File: src/pot_xfer_regs.vh
`ifndef POT_XFER_REGS_VH
`define POT_XFER_REGS_VH
`define ADDR_PREFIX       6'b01_0100
`define OP_GLOBAL_LOAD    4'b0001
`define OP_GLOBAL_STORE   4'b1000
`define OP_STORE_ONE      4'b1110
`define OP_LOAD_ONE       4'b1101
`define OP_STEP           6'b00_1000
`define NV_WRITE_MS       5
`define CLK_KHZ           100000
`define NV_WRITE_CYCLES   (`NV_WRITE_MS * `CLK_KHZ)
`define WIPER_RESET       8'h00
`endif

File: src/pot_xfer_step.v
`timescale 1ns/1ps
`default_nettype none
`include "pot_xfer_regs.vh"
module pot_xfer_step #(
  parameter NV_CYCLES = `NV_WRITE_CYCLES
) (
  input  wire       clk_sys,
  input  wire       rstn,
  input  wire       cs_n,
  input  wire       sck,
  input  wire       si,
  input  wire       dev_select_hi,
  input  wire       dev_select_lo,
  output reg  [7:0] wiper_position_reg0_r,
  output reg  [7:0] wiper_position_reg1_r,
  output reg        nv_write_busy_flag
);
  localparam S_IDLE = 3'd0;
  localparam S_ADDR = 3'd1;
  localparam S_INST = 3'd2;
  localparam S_STEP = 3'd3;
  localparam S_DONE = 3'd4;
  localparam S_IGN  = 3'd5;

  reg [2:0] cs_s, sck_s, si_s;
  reg [1:0] strap_s0, strap_s1;
  reg [2:0] st_r;
  reg [2:0] cnt_r;
  reg [7:0] sh_r;
  reg [1:0] bank_r;
  reg       pot_r;
  reg       glob_r;
  reg       nv_pend_r;
  reg [1:0] nv_todo_r;
  reg [22:0] timer_r;
  reg [2:0] mem_op_r;
  reg [2:0] raddr;
  reg [2:0] waddr;
  reg [7:0] wdata;
  reg       we;
  wire [7:0] rdata;

  wire cs_low  = ~cs_s[1];
  wire cs_rise = cs_s[1] & ~cs_s[2];
  wire sck_up  = sck_s[1] & ~sck_s[2];
  wire bit_in  = si_s[1];
  wire [7:0] byte_in = {sh_r[6:0], bit_in};

  // pin inputs: two flops before use; strap caught through synchroniser
  // reset to idle levels so no false cs or sck edge follows reset
  always @(posedge clk_sys) begin
    if (!rstn) begin
      cs_s  <= 3'b111;
      sck_s <= 3'b000;
      si_s  <= 3'b000;
    end else begin
      cs_s  <= {cs_s[1:0], cs_n};
      sck_s <= {sck_s[1:0], sck};
      si_s  <= {si_s[1:0], si};
    end
    strap_s0 <= {dev_select_hi, dev_select_lo};
    strap_s1 <= strap_s0;
  end

  saved_setting_mem #(.AW(3), .DW(8)) u_mem (
    .clk_sys (clk_sys),
    .we      (we),
    .waddr   (waddr),
    .wdata   (wdata),
    .raddr   (raddr),
    .rdata_r (rdata)
  );

  // mem_op_r: 1/2 load pot0/pot1 (read issued, data next), 3/4 capture
  always @* begin
    raddr = {pot_r, bank_r};
    if (mem_op_r == 3'd1) begin
      raddr = {1'b0, bank_r};
    end else if (mem_op_r == 3'd2) begin
      raddr = {1'b1, bank_r};
    end
  end

  // store into array on cs rise; a global store writes pot1 one cycle after the cs rise
  always @* begin
    we    = 1'b0;
    waddr = {pot_r, bank_r};
    wdata = pot_r ? wiper_position_reg1_r : wiper_position_reg0_r;
    if (cs_rise && nv_pend_r) begin
      we = nv_todo_r[0] | nv_todo_r[1];
      if (nv_todo_r == 2'b11) begin
        waddr = {1'b0, bank_r};
        wdata = wiper_position_reg0_r;
      end
    end else if (nv_todo_r == 2'b10 && nv_write_busy_flag && !nv_pend_r) begin
      we    = 1'b1;
      waddr = {1'b1, bank_r};
      wdata = wiper_position_reg1_r;
    end
  end

  always @(posedge clk_sys) begin
    if (!rstn) begin
      st_r <= S_IDLE;
      cnt_r <= 3'd0;
      sh_r <= 8'h00;
      bank_r <= 2'd0;
      pot_r <= 1'b0;
      glob_r <= 1'b0;
      nv_pend_r <= 1'b0;
      nv_todo_r <= 2'b00;
      timer_r <= 23'd0;
      mem_op_r <= 3'd0;
      nv_write_busy_flag <= 1'b0;
      wiper_position_reg0_r <= `WIPER_RESET;
      wiper_position_reg1_r <= `WIPER_RESET;
    end else begin
      // volatile loads: one cycle for read, one for capture
      case (mem_op_r)
        3'd1: mem_op_r <= 3'd3;
        3'd2: mem_op_r <= 3'd4;
        3'd3: begin
          wiper_position_reg0_r <= rdata;
          mem_op_r <= glob_r ? 3'd2 : 3'd0;
        end
        3'd4: begin
          wiper_position_reg1_r <= rdata;
          mem_op_r <= 3'd0;
        end
        default: mem_op_r <= 3'd0;
      endcase
      // programming cycle
      if (cs_rise && nv_pend_r) begin
        nv_pend_r <= 1'b0;
        nv_write_busy_flag <= 1'b1;
        timer_r <= NV_CYCLES[22:0] - 23'd1;
        nv_todo_r <= (nv_todo_r == 2'b11) ? 2'b10 : 2'b00;
      end else if (nv_write_busy_flag) begin
        if (nv_todo_r == 2'b10) begin
          nv_todo_r <= 2'b00;
        end
        if (timer_r == 23'd0) begin
          nv_write_busy_flag <= 1'b0;
        end else begin
          timer_r <= timer_r - 23'd1;
        end
      end
      if (!cs_low) begin
        st_r <= S_IDLE;
      end else begin
        case (st_r)
          S_IDLE: begin
            st_r <= S_ADDR;
            cnt_r <= 3'd0;
            nv_pend_r <= 1'b0;
          end
          S_ADDR, S_INST: begin
            if (sck_up) begin
              sh_r <= byte_in;
              cnt_r <= cnt_r + 3'd1;
              if (cnt_r == 3'd7) begin
                if (st_r == S_ADDR) begin
                  // wrong address: drop frame
                  if (byte_in[7:2] == `ADDR_PREFIX && byte_in[1:0] == strap_s1)
                    st_r <= S_INST;
                  else
                    st_r <= S_IGN;
                end else begin
                  st_r <= S_DONE;
                  bank_r <= byte_in[3:2];
                  pot_r <= byte_in[0];
                  glob_r <= 1'b0;
                  if (byte_in[7:4] == `OP_GLOBAL_LOAD && byte_in[1:0] == 2'b00
                      && !nv_write_busy_flag) begin
                    glob_r <= 1'b1;
                    mem_op_r <= 3'd1;
                  end else if (byte_in[7:4] == `OP_LOAD_ONE
                               && !nv_write_busy_flag) begin
                    mem_op_r <= byte_in[0] ? 3'd2 : 3'd1;
                  end else if (byte_in[7:4] == `OP_GLOBAL_STORE
                               && byte_in[1:0] == 2'b00
                               && !nv_write_busy_flag) begin
                    nv_pend_r <= 1'b1;
                    nv_todo_r <= 2'b11;
                  end else if (byte_in[7:4] == `OP_STORE_ONE
                               && !nv_write_busy_flag) begin
                    nv_pend_r <= 1'b1;
                    nv_todo_r <= 2'b01;
                  end else if (byte_in[7:2] == `OP_STEP) begin
                    st_r <= S_STEP;
                  end
                end
              end
            end
          end
          S_STEP: begin
            // saturate at ends; up toward high terminal
            if (sck_up) begin
              if (!pot_r) begin
                if (bit_in && wiper_position_reg0_r != 8'hFF)
                  wiper_position_reg0_r <= wiper_position_reg0_r + 8'h01;
                else if (!bit_in && wiper_position_reg0_r != 8'h00)
                  wiper_position_reg0_r <= wiper_position_reg0_r - 8'h01;
              end else begin
                if (bit_in && wiper_position_reg1_r != 8'hFF)
                  wiper_position_reg1_r <= wiper_position_reg1_r + 8'h01;
                else if (!bit_in && wiper_position_reg1_r != 8'h00)
                  wiper_position_reg1_r <= wiper_position_reg1_r - 8'h01;
              end
            end
          end
          default: st_r <= st_r;
        endcase
      end
    end
  end
endmodule // pot_xfer_step
`default_nettype wire

File: src/saved_setting_mem.v
`timescale 1ns/1ps
`default_nettype none
module saved_setting_mem #(
  parameter AW = 3,
  parameter DW = 8
) (
  input  wire          clk_sys,
  input  wire          we,
  input  wire [AW-1:0] waddr,
  input  wire [DW-1:0] wdata,
  input  wire [AW-1:0] raddr,
  output reg  [DW-1:0] rdata_r
);
  reg [DW-1:0] mem [0:(1<<AW)-1];
  // contents stand for non-volatile cells: no reset
  always @(posedge clk_sys) begin
    if (we) begin
      mem[waddr] <= wdata;
    end
    rdata_r <= mem[raddr];
  end
endmodule // saved_setting_mem
`default_nettype wire

File: config.mk
export PLATFORM = sky130hd
export DESIGN_NAME = pot_xfer_step
export DESIGN_NICKNAME = d
export VERILOG_FILES = /design/src/pot_xfer_step.v /design/src/saved_setting_mem.v
export VERILOG_INCLUDE_DIRS = /design/src
export SDC_FILE = /design/constraint.sdc
export NUM_CORES = 1
export LEC_CHECK = 0
export BUFFER_PORTS_ARGS = -buffer_cell sky130_fd_sc_hd__buf_2
export CORE_MARGIN = 1
export CORE_UTILIZATION = 33
export DETAILED_ROUTE_END_ITERATION = 10
export SLEW_MARGIN = 20
export SYNTH_ARGS = -nofsm -noshare
export SYNTH_HDL_FRONTEND = slang
export SYNTH_SLANG_ARGS = --single-unit
File: constraint.sdc
create_clock -name clk_sys -period 2.4 [get_ports clk_sys]
set_clock_uncertainty 0.1 [all_clocks]
set_input_delay 0.48 -clock clk_sys [delete_from_list [all_inputs] [get_ports clk_sys]]
set_output_delay 0.48 -clock clk_sys [all_outputs]
set_load 0.01 [all_outputs]
==> results of run 1 <==
==> state kept, by name (all words and copies together), names as in the netlist, 3 cells and up <==
register               cells
sck_s                      3
cs_s                       3
u_mem.rdata_r              8
mem_op_r                   3
cnt_r                      3
wiper_position_reg0_r      8
st_r                       3
wiper_position_reg1_r      8
timer_r                   23
u_mem.mem                 64
sh_r                       7
==> layout make-up <==
| class | count | area (µm²) |
|---|---|---|
| clock buffers | 17 | 425 |
| well taps | 270 | 338 |
| multi-input cells | 463 | 3180 |
| repair buffers | 72 | 483 |
| flip-flops and latches | 147 | 3580 |
| inverters | 19 | 71.3 |
| fillers | 1986 | 12300 |
| clock inverters | 15 | 121 |
==> power by group through the flow <==
| stage | sequential, mW | clock, mW | combinational [mW] |
|---|---|---|---|
| after floorplan | 2.71 | 0 | 0.314 |
| after global placement | 2.71 | 0 | 0.422 |
| after detailed placement | 2.71 | 0 | 0.431 |
| after CTS | 2.66 | 2.52 | 0.433 |
| after global routing | 2.66 | 2.61 | 0.481 |
| final | 2.66 | 2.46 | 0.434 |
==> path summary, 6_finish.rpt <==
| kind | startpoint | to | slack (ns) | cells past startpoint |
|---|---|---|---|---|
| worst min register to register | strap_s0[1]$_DFF_P_ | strap_s1[1]$_DFF_P_ | 0.23 | 0 |
| worst max register to register | timer_r[9]$_SDFFE_PP0P_ | timer_r[20]$_SDFFE_PP0P_ | 0.14 | 5 |
| worst max-delay path | timer_r[9]$_SDFFE_PP0P_ | timer_r[20]$_SDFFE_PP0P_ | 0.14 | 5 |
| worst min-delay path | dev_select_lo | strap_s0[0]$_DFF_P_ | 0.05 | 1 |
==> synthesized netlist by cell type, drive strengths merged, types with 13 or more instances <==
cell    instances  area share
dfxtp          83        0.24
o21ai          40       0.029
a21oi          25       0.018
a31oi          13       0.012
mux2i          22       0.032
nand2          30       0.016
nand2b         16       0.014
edfxtp         64        0.28
nand3          49       0.035
clkbuf         31       0.017
inv            19       0.010
nor2           54       0.029
nor3           16       0.013
==> kinds of logic (layout without fill, tap and decap cells) <==
kind of cell / after synthesis / count (layout) / synth area share
and+or+nand+nor: 239 / 239 / 0.186
AOI/OAI and AO/OA: 156 / 156 / 0.153
DFF: 147 / 147 / 0.514
buffers and inverters: 59 / 123 / 0.0320
muxes: 42 / 42 / 0.0768
xor gates and xnor gates: 16 / 16 / 0.0201
adders and majority gates: 10 / 10 / 0.0176
==> per-stage QoR <==
step                hold WS [ns]   util  worst slack, ns  instance area (µm²)
floorplan                  0.210      -           0.0595                 6980
global placement           0.210  0.373            0.161                 7650
detailed placement         0.215  0.373            0.114                 7650
CTS                       0.0405  0.400           0.0824                 8200
global route              0.0367  0.400           0.0256                 8210
finish                    0.0541  0.400            0.135                 8210
==> metal layers <==
| layer | up-vias | global-route usage | share of wire |
|---|---|---|---|
| met5 | - | 0 | 0 |
| met4 | 0 | 0.0722 | 0.028 |
| met3 | 29 | 0.0342 | 0.037 |
| met2 | 131 | 0.231 | 0.45 |
| met1 | 2563 | 0.199 | 0.48 |
| li1 | 2625 | - | - |
==> worst max-delay path, cell delays in order (launching register included) <==
cell	delay, ns
dfxtp_1	0.35
or4_4	0.59
or3_4	0.42
nor4_4	0.37
a21oi_1	0.12
a31o_2	0.21
==> timing repair <==
| item | 4_1_cts | 5_1_grt |
|---|---|---|
| hold buffers | 0 | 0 |
| gates resized for setup | 0 | 2 |
| setup endpoints to repair | 0 | 7 |
==> impl_metrics.ini, run 1 <==
[floorplanning]
die_area_mm2 = 0.0217
die_w_um = 147
start_util = 0.340
core-area_mm2 = 0.0205
row_count = 52
die_h_um = 147
io_pins = 24

[clock_network]
cts_buffers = 17
htreeDepth = 4
clkTransAtPathRegs_ns = 0.06
root_buffer = clkbuf_16
cts_tree = done
insertion_delay_ns = 0.43
cts_sinks = 147
cts_max_path_buffers = 2
cts_setup_buffers = 0

[power]
clkPwrFrac = 0.443
power.total_mw = 5.55
combPwrFrac = 0.078
p_int_mw = 4.17
leakage_nw = 3.01
power_density_mw_per_mm2 = 676
vdd_ir_drop_max_mv = 0.526
power.switching_mw = 1.38
swShare = 0.249
p_seq_frac = 0.479

[critical_path]
startpoint_type = register
cp.arrival_ns = 2.49
end_kind = register
cp.required_ns = 2.62
path_max_fanout = 6
worstSetupPathType = register to register

[layout]
fin_cells = 1003
antenna_cells = 0
area_growth_pct = 17.7
final_nets = 736
final_cell_mix = 83 x dfxtp_1, 64 x edfxtp_1, 54 x nor2_1, 49 x nand3_1, 49 x buf_4
drive_above_1_share = 0.203
layout_commonest_cell = dfxtp_1

[synth]
syn_area_per_cell_um2 = 10.4
ys_async_sr_fraction = 0
yosysWarnings = 0
syn_inst = 669
synthFlopType = dfxtp_1
syn_area_mm2 = 0.00697
yosysUniqueCellTypes = 67
synth-edff-count = 64
ys_ff_latch = 147
syn_nets = 685
yosysSeqAreaShare = 0.514

[sta]
fmax_ghz = 0.442
worst_slew_pin_slew_ns = 0.918
rsz0062_at_grt = no
setup_viol = 0
fin_setup_tns_ns = 0
min_period_ns = 2.26
drv_slew = 0
period_share = 0.944
hold_viol_final = 0
timing.slew.headroom = 0.382

[drt]
drcViolationCount = 0
dr.pass1.iters = 5
first_iter_violations = 382
routed_wl_mm = 15.9
wl_per_cell_um = 15.8
viasPerCell = 5.33
ant_nets = 0
vias = 5348

[placement]
dpl.hpwl_mm = 11.3
dp_cells = 971
portBuffers = 23
gp_congestion = 0.873

[grt]
grt_max_degree = 28
grt_first_pass_wirelength_mm = 25.8
grt_usage = 0.150
grt_pass1_vias = 5108
grt_antenna_before_repair = 0
grt-ovfl-total = 0

[outcome]
status = completed

[flow_run]
maxCapViolCount = 0

[worst_hold_path]
min_path_type = input port to register
(Power assumes the default switching activity.)
==> inputs of run 2 (changes only) <==
Settings changed: CTS_BUF_LIST from default to sky130_fd_sc_hd__clkbuf_4 sky130_fd_sc_hd__clkbuf_8.
==> run 2 against run 1 <==
- combinational power about the same
- largest cell class unchanged
- clock power fell by 28%
- wire length fell by 0.51%
- final cell count barely moved
- global-route usage barely moved
- sequential cell count unchanged
- sequential share of layout area rose by 0.99 points
- core utilization is 0.89 points lower
- setup slack improved by 0.00071 ns
==> impl_metrics.ini, run 2 (synthesis results as in run 1) <==
[layout]
fin_cells = 1004
final_area_mm2 = 0.00802
largest_reg_flops = 64
final_cell_mix = 83 x dfxtp_1, 64 x edfxtp_1, 54 x nor2_1, 49 x nand3_1, 49 x buf_4
top_regs = u_mem.mem: 64 flops, timer_r: 23 flops
drive_above_1_share = 0.203
area_growth_pct = 15.1
final_nets = 737
top_register = u_mem.mem
final_util = 0.392
antenna_cells = 0
layout_commonest_cell = dfxtp_1

[critical_path]
crit_path_max_incr_delay_ns = 0.59
crit_start = timer_r[9]$_SDFFE_PP0P_
cp_slowest_cell = or4_4
cp.arrival_ns = 2.52
regToRegEndpoint = timer_r[20]$_SDFFE_PP0P_
path_max_fanout = 6
end_kind = register
r2r_cells = 5
cp.required_ns = 2.66
critical_path.endpoint = timer_r[20]$_SDFFE_PP0P_
r2r_slack_ns = 0.14
worstSetupPathType = register to register
startpoint_type = register
r2r-start = timer_r[9]$_SDFFE_PP0P_
path_cells = or4_4, or3_4, nor4_4, a21oi_1, a31o_2

[power]
power_density_mw_per_mm2 = 605
leakage_nw = 2.93
combPwrFrac = 0.089
swShare = 0.268
power.switching_mw = 1.30
clkPwrFrac = 0.364
vdd_ir_drop_max_mv = 0.298
p_int_mw = 3.56
power.total_mw = 4.86
p_seq_frac = 0.547

[clock_network]
clkTransAtPathRegs_ns = 0.09
cts_max_path_buffers = 2
cts_buffers = 17
root_buffer = clkbuf_8
cts_sinks = 147
cts_setup_buffers = 0
htreeDepth = 4
insertion_delay_ns = 0.46
cts_tree = done

[drt]
drcViolationCount = 0
dr.pass1.iters = 6
wl_met3_um = 644
vias = 5374
wirelength_met1_mm = 7.56
dr_wl_met2_mm = 7.22
routed.top_layer = met4
ant_nets = 0
viasPerCell = 5.35
first_iter_violations = 353
routed_wl_mm = 15.8
wl_per_cell_um = 15.7

[worst_hold_path]
min_path_type = input port to register
min_from = dev_select_hi

[sta]
timing.slew.headroom = 0.345
drv_slew = 0
min_period_ns = 2.26
period_share = 0.943
hold_viol_final = 0
worst_slew_pin_slew_ns = 0.973
fin_setup_tns_ns = 0
fmax_ghz = 0.442
setup_viol = 0
rsz0062_at_grt = no

[outcome]
status = completed

[grt]
grt_pass1_vias = 5092
grt_usage = 0.150
grt_antenna_before_repair = 0
grt_first_pass_wirelength_mm = 25.8
grt-ovfl-total = 0
grt_max_degree = 28

[placement]
placed_area_mm2 = 0.00765
portBuffers = 23
dpl.hpwl_mm = 11.3
gp_congestion = 0.873
dp_cells = 971

[floorplanning]
die_area_mm2 = 0.0217
io_pins = 24
die_w_um = 147
core-area_mm2 = 0.0205
row_count = 52
start_util = 0.340
die_h_um = 147

[flow_run]
maxCapViolCount = 0
[run 2: cell count changes in the layout (fill, tap and decap cells not counted), sizes merged]
cell,delta
dlygate4sd3,+1
[run 2: critical path, delay by kind of cell (launching register included)]
family	cells	cell delay (ns)
and+or+nand+nor	3	1.37
DFF	1	0.36
AOI/OAI and AO/OA	2	0.33
[run 2: worst min path at each step]
stage | end | slack, ns | cells past startpoint
2_1_floorplan | strap_s1[0]$_DFF_P_ | 0.21 | 0
3_3_place_gp | strap_s1[0]$_DFF_P_ | 0.21 | 0
3_5_place_dp | strap_s1[1]$_DFF_P_ | 0.21 | 0
4_1_cts | strap_s0[1]$_DFF_P_ | 0.01 | 1
5_1_grt | strap_s0[1]$_DFF_P_ | 0.001 | 1
6_report | strap_s0[1]$_DFF_P_ | 0.03 | 1
[run 2: per-stage QoR]
step | hold slack, ns | worst slack, ns
2_1_floorplan | 0.210 | 0.0595
3_3_place_gp | 0.210 | 0.161
3_5_place_dp | 0.215 | 0.114
4_1_cts | 0.0114 | 0.0783
5_1_grt | 0.00133 | 0.0201
6_report | 0.0346 | 0.136
[run 2: timing repair]
action,CTS,global route
resized for setup,0,2
hold endpoints to repair,1,0
setup endpoints to repair,0,7
hold buffers,1,0
[run 2: cell type report]
cell class	instances	area (µm²)
Fill cell	1999	12500
Sequential cell	147	3580
Multi-Input combinational cell	463	3180
Timing Repair Buffer	73	493
Tap cell	270	338
Clock buffer	17	234
Clock inverter	15	121
Inverter	19	71.3
[run 2: power by group through the flow]
stage / combinational [mW] / sequential [mW] / clock (mW)
6_report: 0.435 / 2.66 / 1.77
5_1_grt: 0.482 / 2.66 / 1.92
4_1_cts: 0.433 / 2.66 / 1.82
3_5_place_dp: 0.431 / 2.71 / 0
3_3_place_gp: 0.422 / 2.71 / 0
2_1_floorplan: 0.314 / 2.71 / 0
[run 2: routing by layer]
metal  track usage  up-vias
li1              -     2625
met1         0.200     2577
met2         0.231      143
met3        0.0357       29
met4        0.0655        0
met5             0        -
==> inputs of run 3 (changes only) <==
--- a/config.mk
+++ b/config.mk
@@ -13,2 +13,3 @@
 export DETAILED_ROUTE_END_ITERATION = 10
+export SKIP_CTS_REPAIR_TIMING = 1
 export SLEW_MARGIN = 20
==> constraint.sdc (replaced) <==
create_clock -name clk_sys -period 2.75 [get_ports clk_sys]
set_clock_uncertainty 0.1 [all_clocks]
set_input_delay 0 -clock clk_sys [delete_from_list [all_inputs] [get_ports clk_sys]]
set_output_delay 0 -clock clk_sys [all_outputs]
set_load 0.01 [all_outputs]
==> run 3 against run 2 <==
- setup slack better by 0.24 ns
- global-route usage up 1.2 points
- total power is 11% lower
- first-iteration DRC count up 2.0%
- wire length rose by 7.2%
- via count is 0.19% lower
- sequential power fell by 13%
- final cell count fell by 0.90%
- non-clock buffer count down 9
==> impl_metrics.ini, run 3 (synthesis results as in run 1) <==
[outcome]
status = completed

[floorplanning]
core-area_mm2 = 0.0205
die_area_mm2 = 0.0217
row_count = 52
io_pins = 24
start_util = 0.340
die_h_um = 147
die_w_um = 147

[drt]
viasPerCell = 5.39
drcViolationCount = 0
wl_per_cell_um = 17.0
routed_wl_mm = 16.9
ant_nets = 0
dr.pass1.iters = 5
first_iter_violations = 360
vias = 5364

[layout]
layout_commonest_cell = dfxtp_1
top_regs = u_mem.mem: 64 flops, timer_r: 23 flops
drive_above_1_share = 0.174
final_cell_mix = 83 x dfxtp_1, 64 x edfxtp_1, 54 x nor2_1, 49 x nand3_1, 38 x o21ai_0
final_util = 0.389
antenna_cells = 0
top_register = u_mem.mem
area_growth_pct = 14.5
largest_reg_flops = 64
n_fill_cell = 2027
final_nets = 728

[critical_path]
r2r-start = timer_r[0]$_SDFFE_PN0P_
r2r_cells = 7
path_max_fanout = 5
startpoint_type = register
r2r_slack_ns = 0.37
worstSetupPathType = register to register
regToRegEndpoint = timer_r[12]$_SDFFE_PP0P_
cp.arrival_ns = 2.62
end_kind = register
cp.required_ns = 3.00

[grt]
grt_usage = 0.162
grt_antenna_before_repair = 0
grt_first_pass_wirelength_mm = 27.2
grt_pass1_vias = 5040
grt-ovfl-total = 0
grt_max_degree = 28

[sta]
fin_setup_tns_ns = 0
rsz0062_at_grt = no
period_share = 0.864
timing.slew.headroom = 0.329
hold_viol_final = 0
min_period_ns = 2.38
worst_slew_pin_slew_ns = 0.995
drv_slew = 0
setup_viol = 0
fmax_ghz = 0.421

[worst_hold_path]
hold_path_depth = 2
min_path_type = input port to register
min_from = dev_select_lo
hold-path-endpoint = strap_s0[0]$_DFF_P_

[clock_network]
cts_buffers = 17
cts_tree = done
insertion_delay_ns = 0.45
htreeDepth = 4
root_buffer = clkbuf_8
clkTransAtPathRegs_ns = 0.08
cts_max_path_buffers = 2
cts_sinks = 147

[power]
leakage_nw = 2.88
power_density_mw_per_mm2 = 544
vdd_ir_drop_max_mv = 0.207

[placement]
dpl.hpwl_mm = 11.4
portBuffers = 23
gp_congestion = 0.854

[flow_run]
maxCapViolCount = 0
run 3: cell count changes in the layout (fill, tap and decap cells not counted), sizes merged:
cell	previous run	this run
clkbuf	17	18
buf	72	55
inv	28	21
dlygate4sd3	1	9
clkinv	5	7
clkinvlp	1	3
bufinv	0	2
run 3: worst max-delay path: stages, from the launching register on:
cell	delay (ns)
dfxtp_1	0.33
inv_1	0.10
ha_1	0.20
nor3b_1	0.44
nand4b_1	0.36
a21oi_1	0.41
a21oi_1	0.12
a31o_2	0.22
run 3: worst max path at each step:
stage / start / cells after the start / endpoint
floorplan: nv_write_busy_flag$_SDFF_PN0_ / 5 / u_mem.mem[6][0]$_DFFE_PP_
global placement: cs_s[1]$_SDFF_PN1_ / 5 / u_mem.mem[5][0]$_DFFE_PP_
detailed placement: nv_todo_r[1]$_SDFF_PN0_ / 4 / u_mem.mem[1][0]$_DFFE_PP_
CTS: nv_todo_r[1]$_SDFF_PN0_ / 4 / u_mem.mem[1][2]$_DFFE_PP_
global route: timer_r[0]$_SDFFE_PN0P_ / 7 / timer_r[14]$_SDFFE_PP0P_
finish: timer_r[0]$_SDFFE_PN0P_ / 7 / timer_r[12]$_SDFFE_PP0P_
run 3: layer usage:
| layer | GRT usage | vias to the layer above | wire length (µm) |
|---|---|---|---|
| li1 | - | 2604 | - |
| met1 | 0.215 | 2605 | 7990 |
| met2 | 0.263 | 138 | 7970 |
| met3 | 0.0314 | 17 | 720 |
| met4 | 0.0552 | 0 | 239 |
| met5 | 0 | - | 0 |
run 3: layout make-up:
cell class	instances	area [µm²]	area share
clock buffers	18	241	0.0303
flip-flops and latches	147	3580	0.449
inverters	19	71.3	0.00894
clock inverters	14	138	0.0172
multi-input cells	463	3160	0.396
repair buffers	64	445	0.0558
well taps	270	338	0.0423
run 3: report_power, final:
part,internal [mW],switching [mW],leakage [nW]
Combinational,0.171,0.229,1.42
Sequential,2.29,0.0188,1.27
Clock,0.808,0.825,0.183
Total,3.27,1.07,2.88
run 3: through the flow:
stage                     total power, mW  instances  cell area [µm²]  hold WS (ns)  worst slack, ns
after floorplan                      2.64        669             6970       -0.0723            0.176
after global placement               2.75        954             7510        0.0206            0.458
after global routing                 4.52        995             7980        0.0587            0.176
after CTS                            4.38        986             7890        -0.478            0.386
after detailed placement             2.75        954             7510        0.0134            0.399
final                                4.34        995             7980        0.0834            0.374
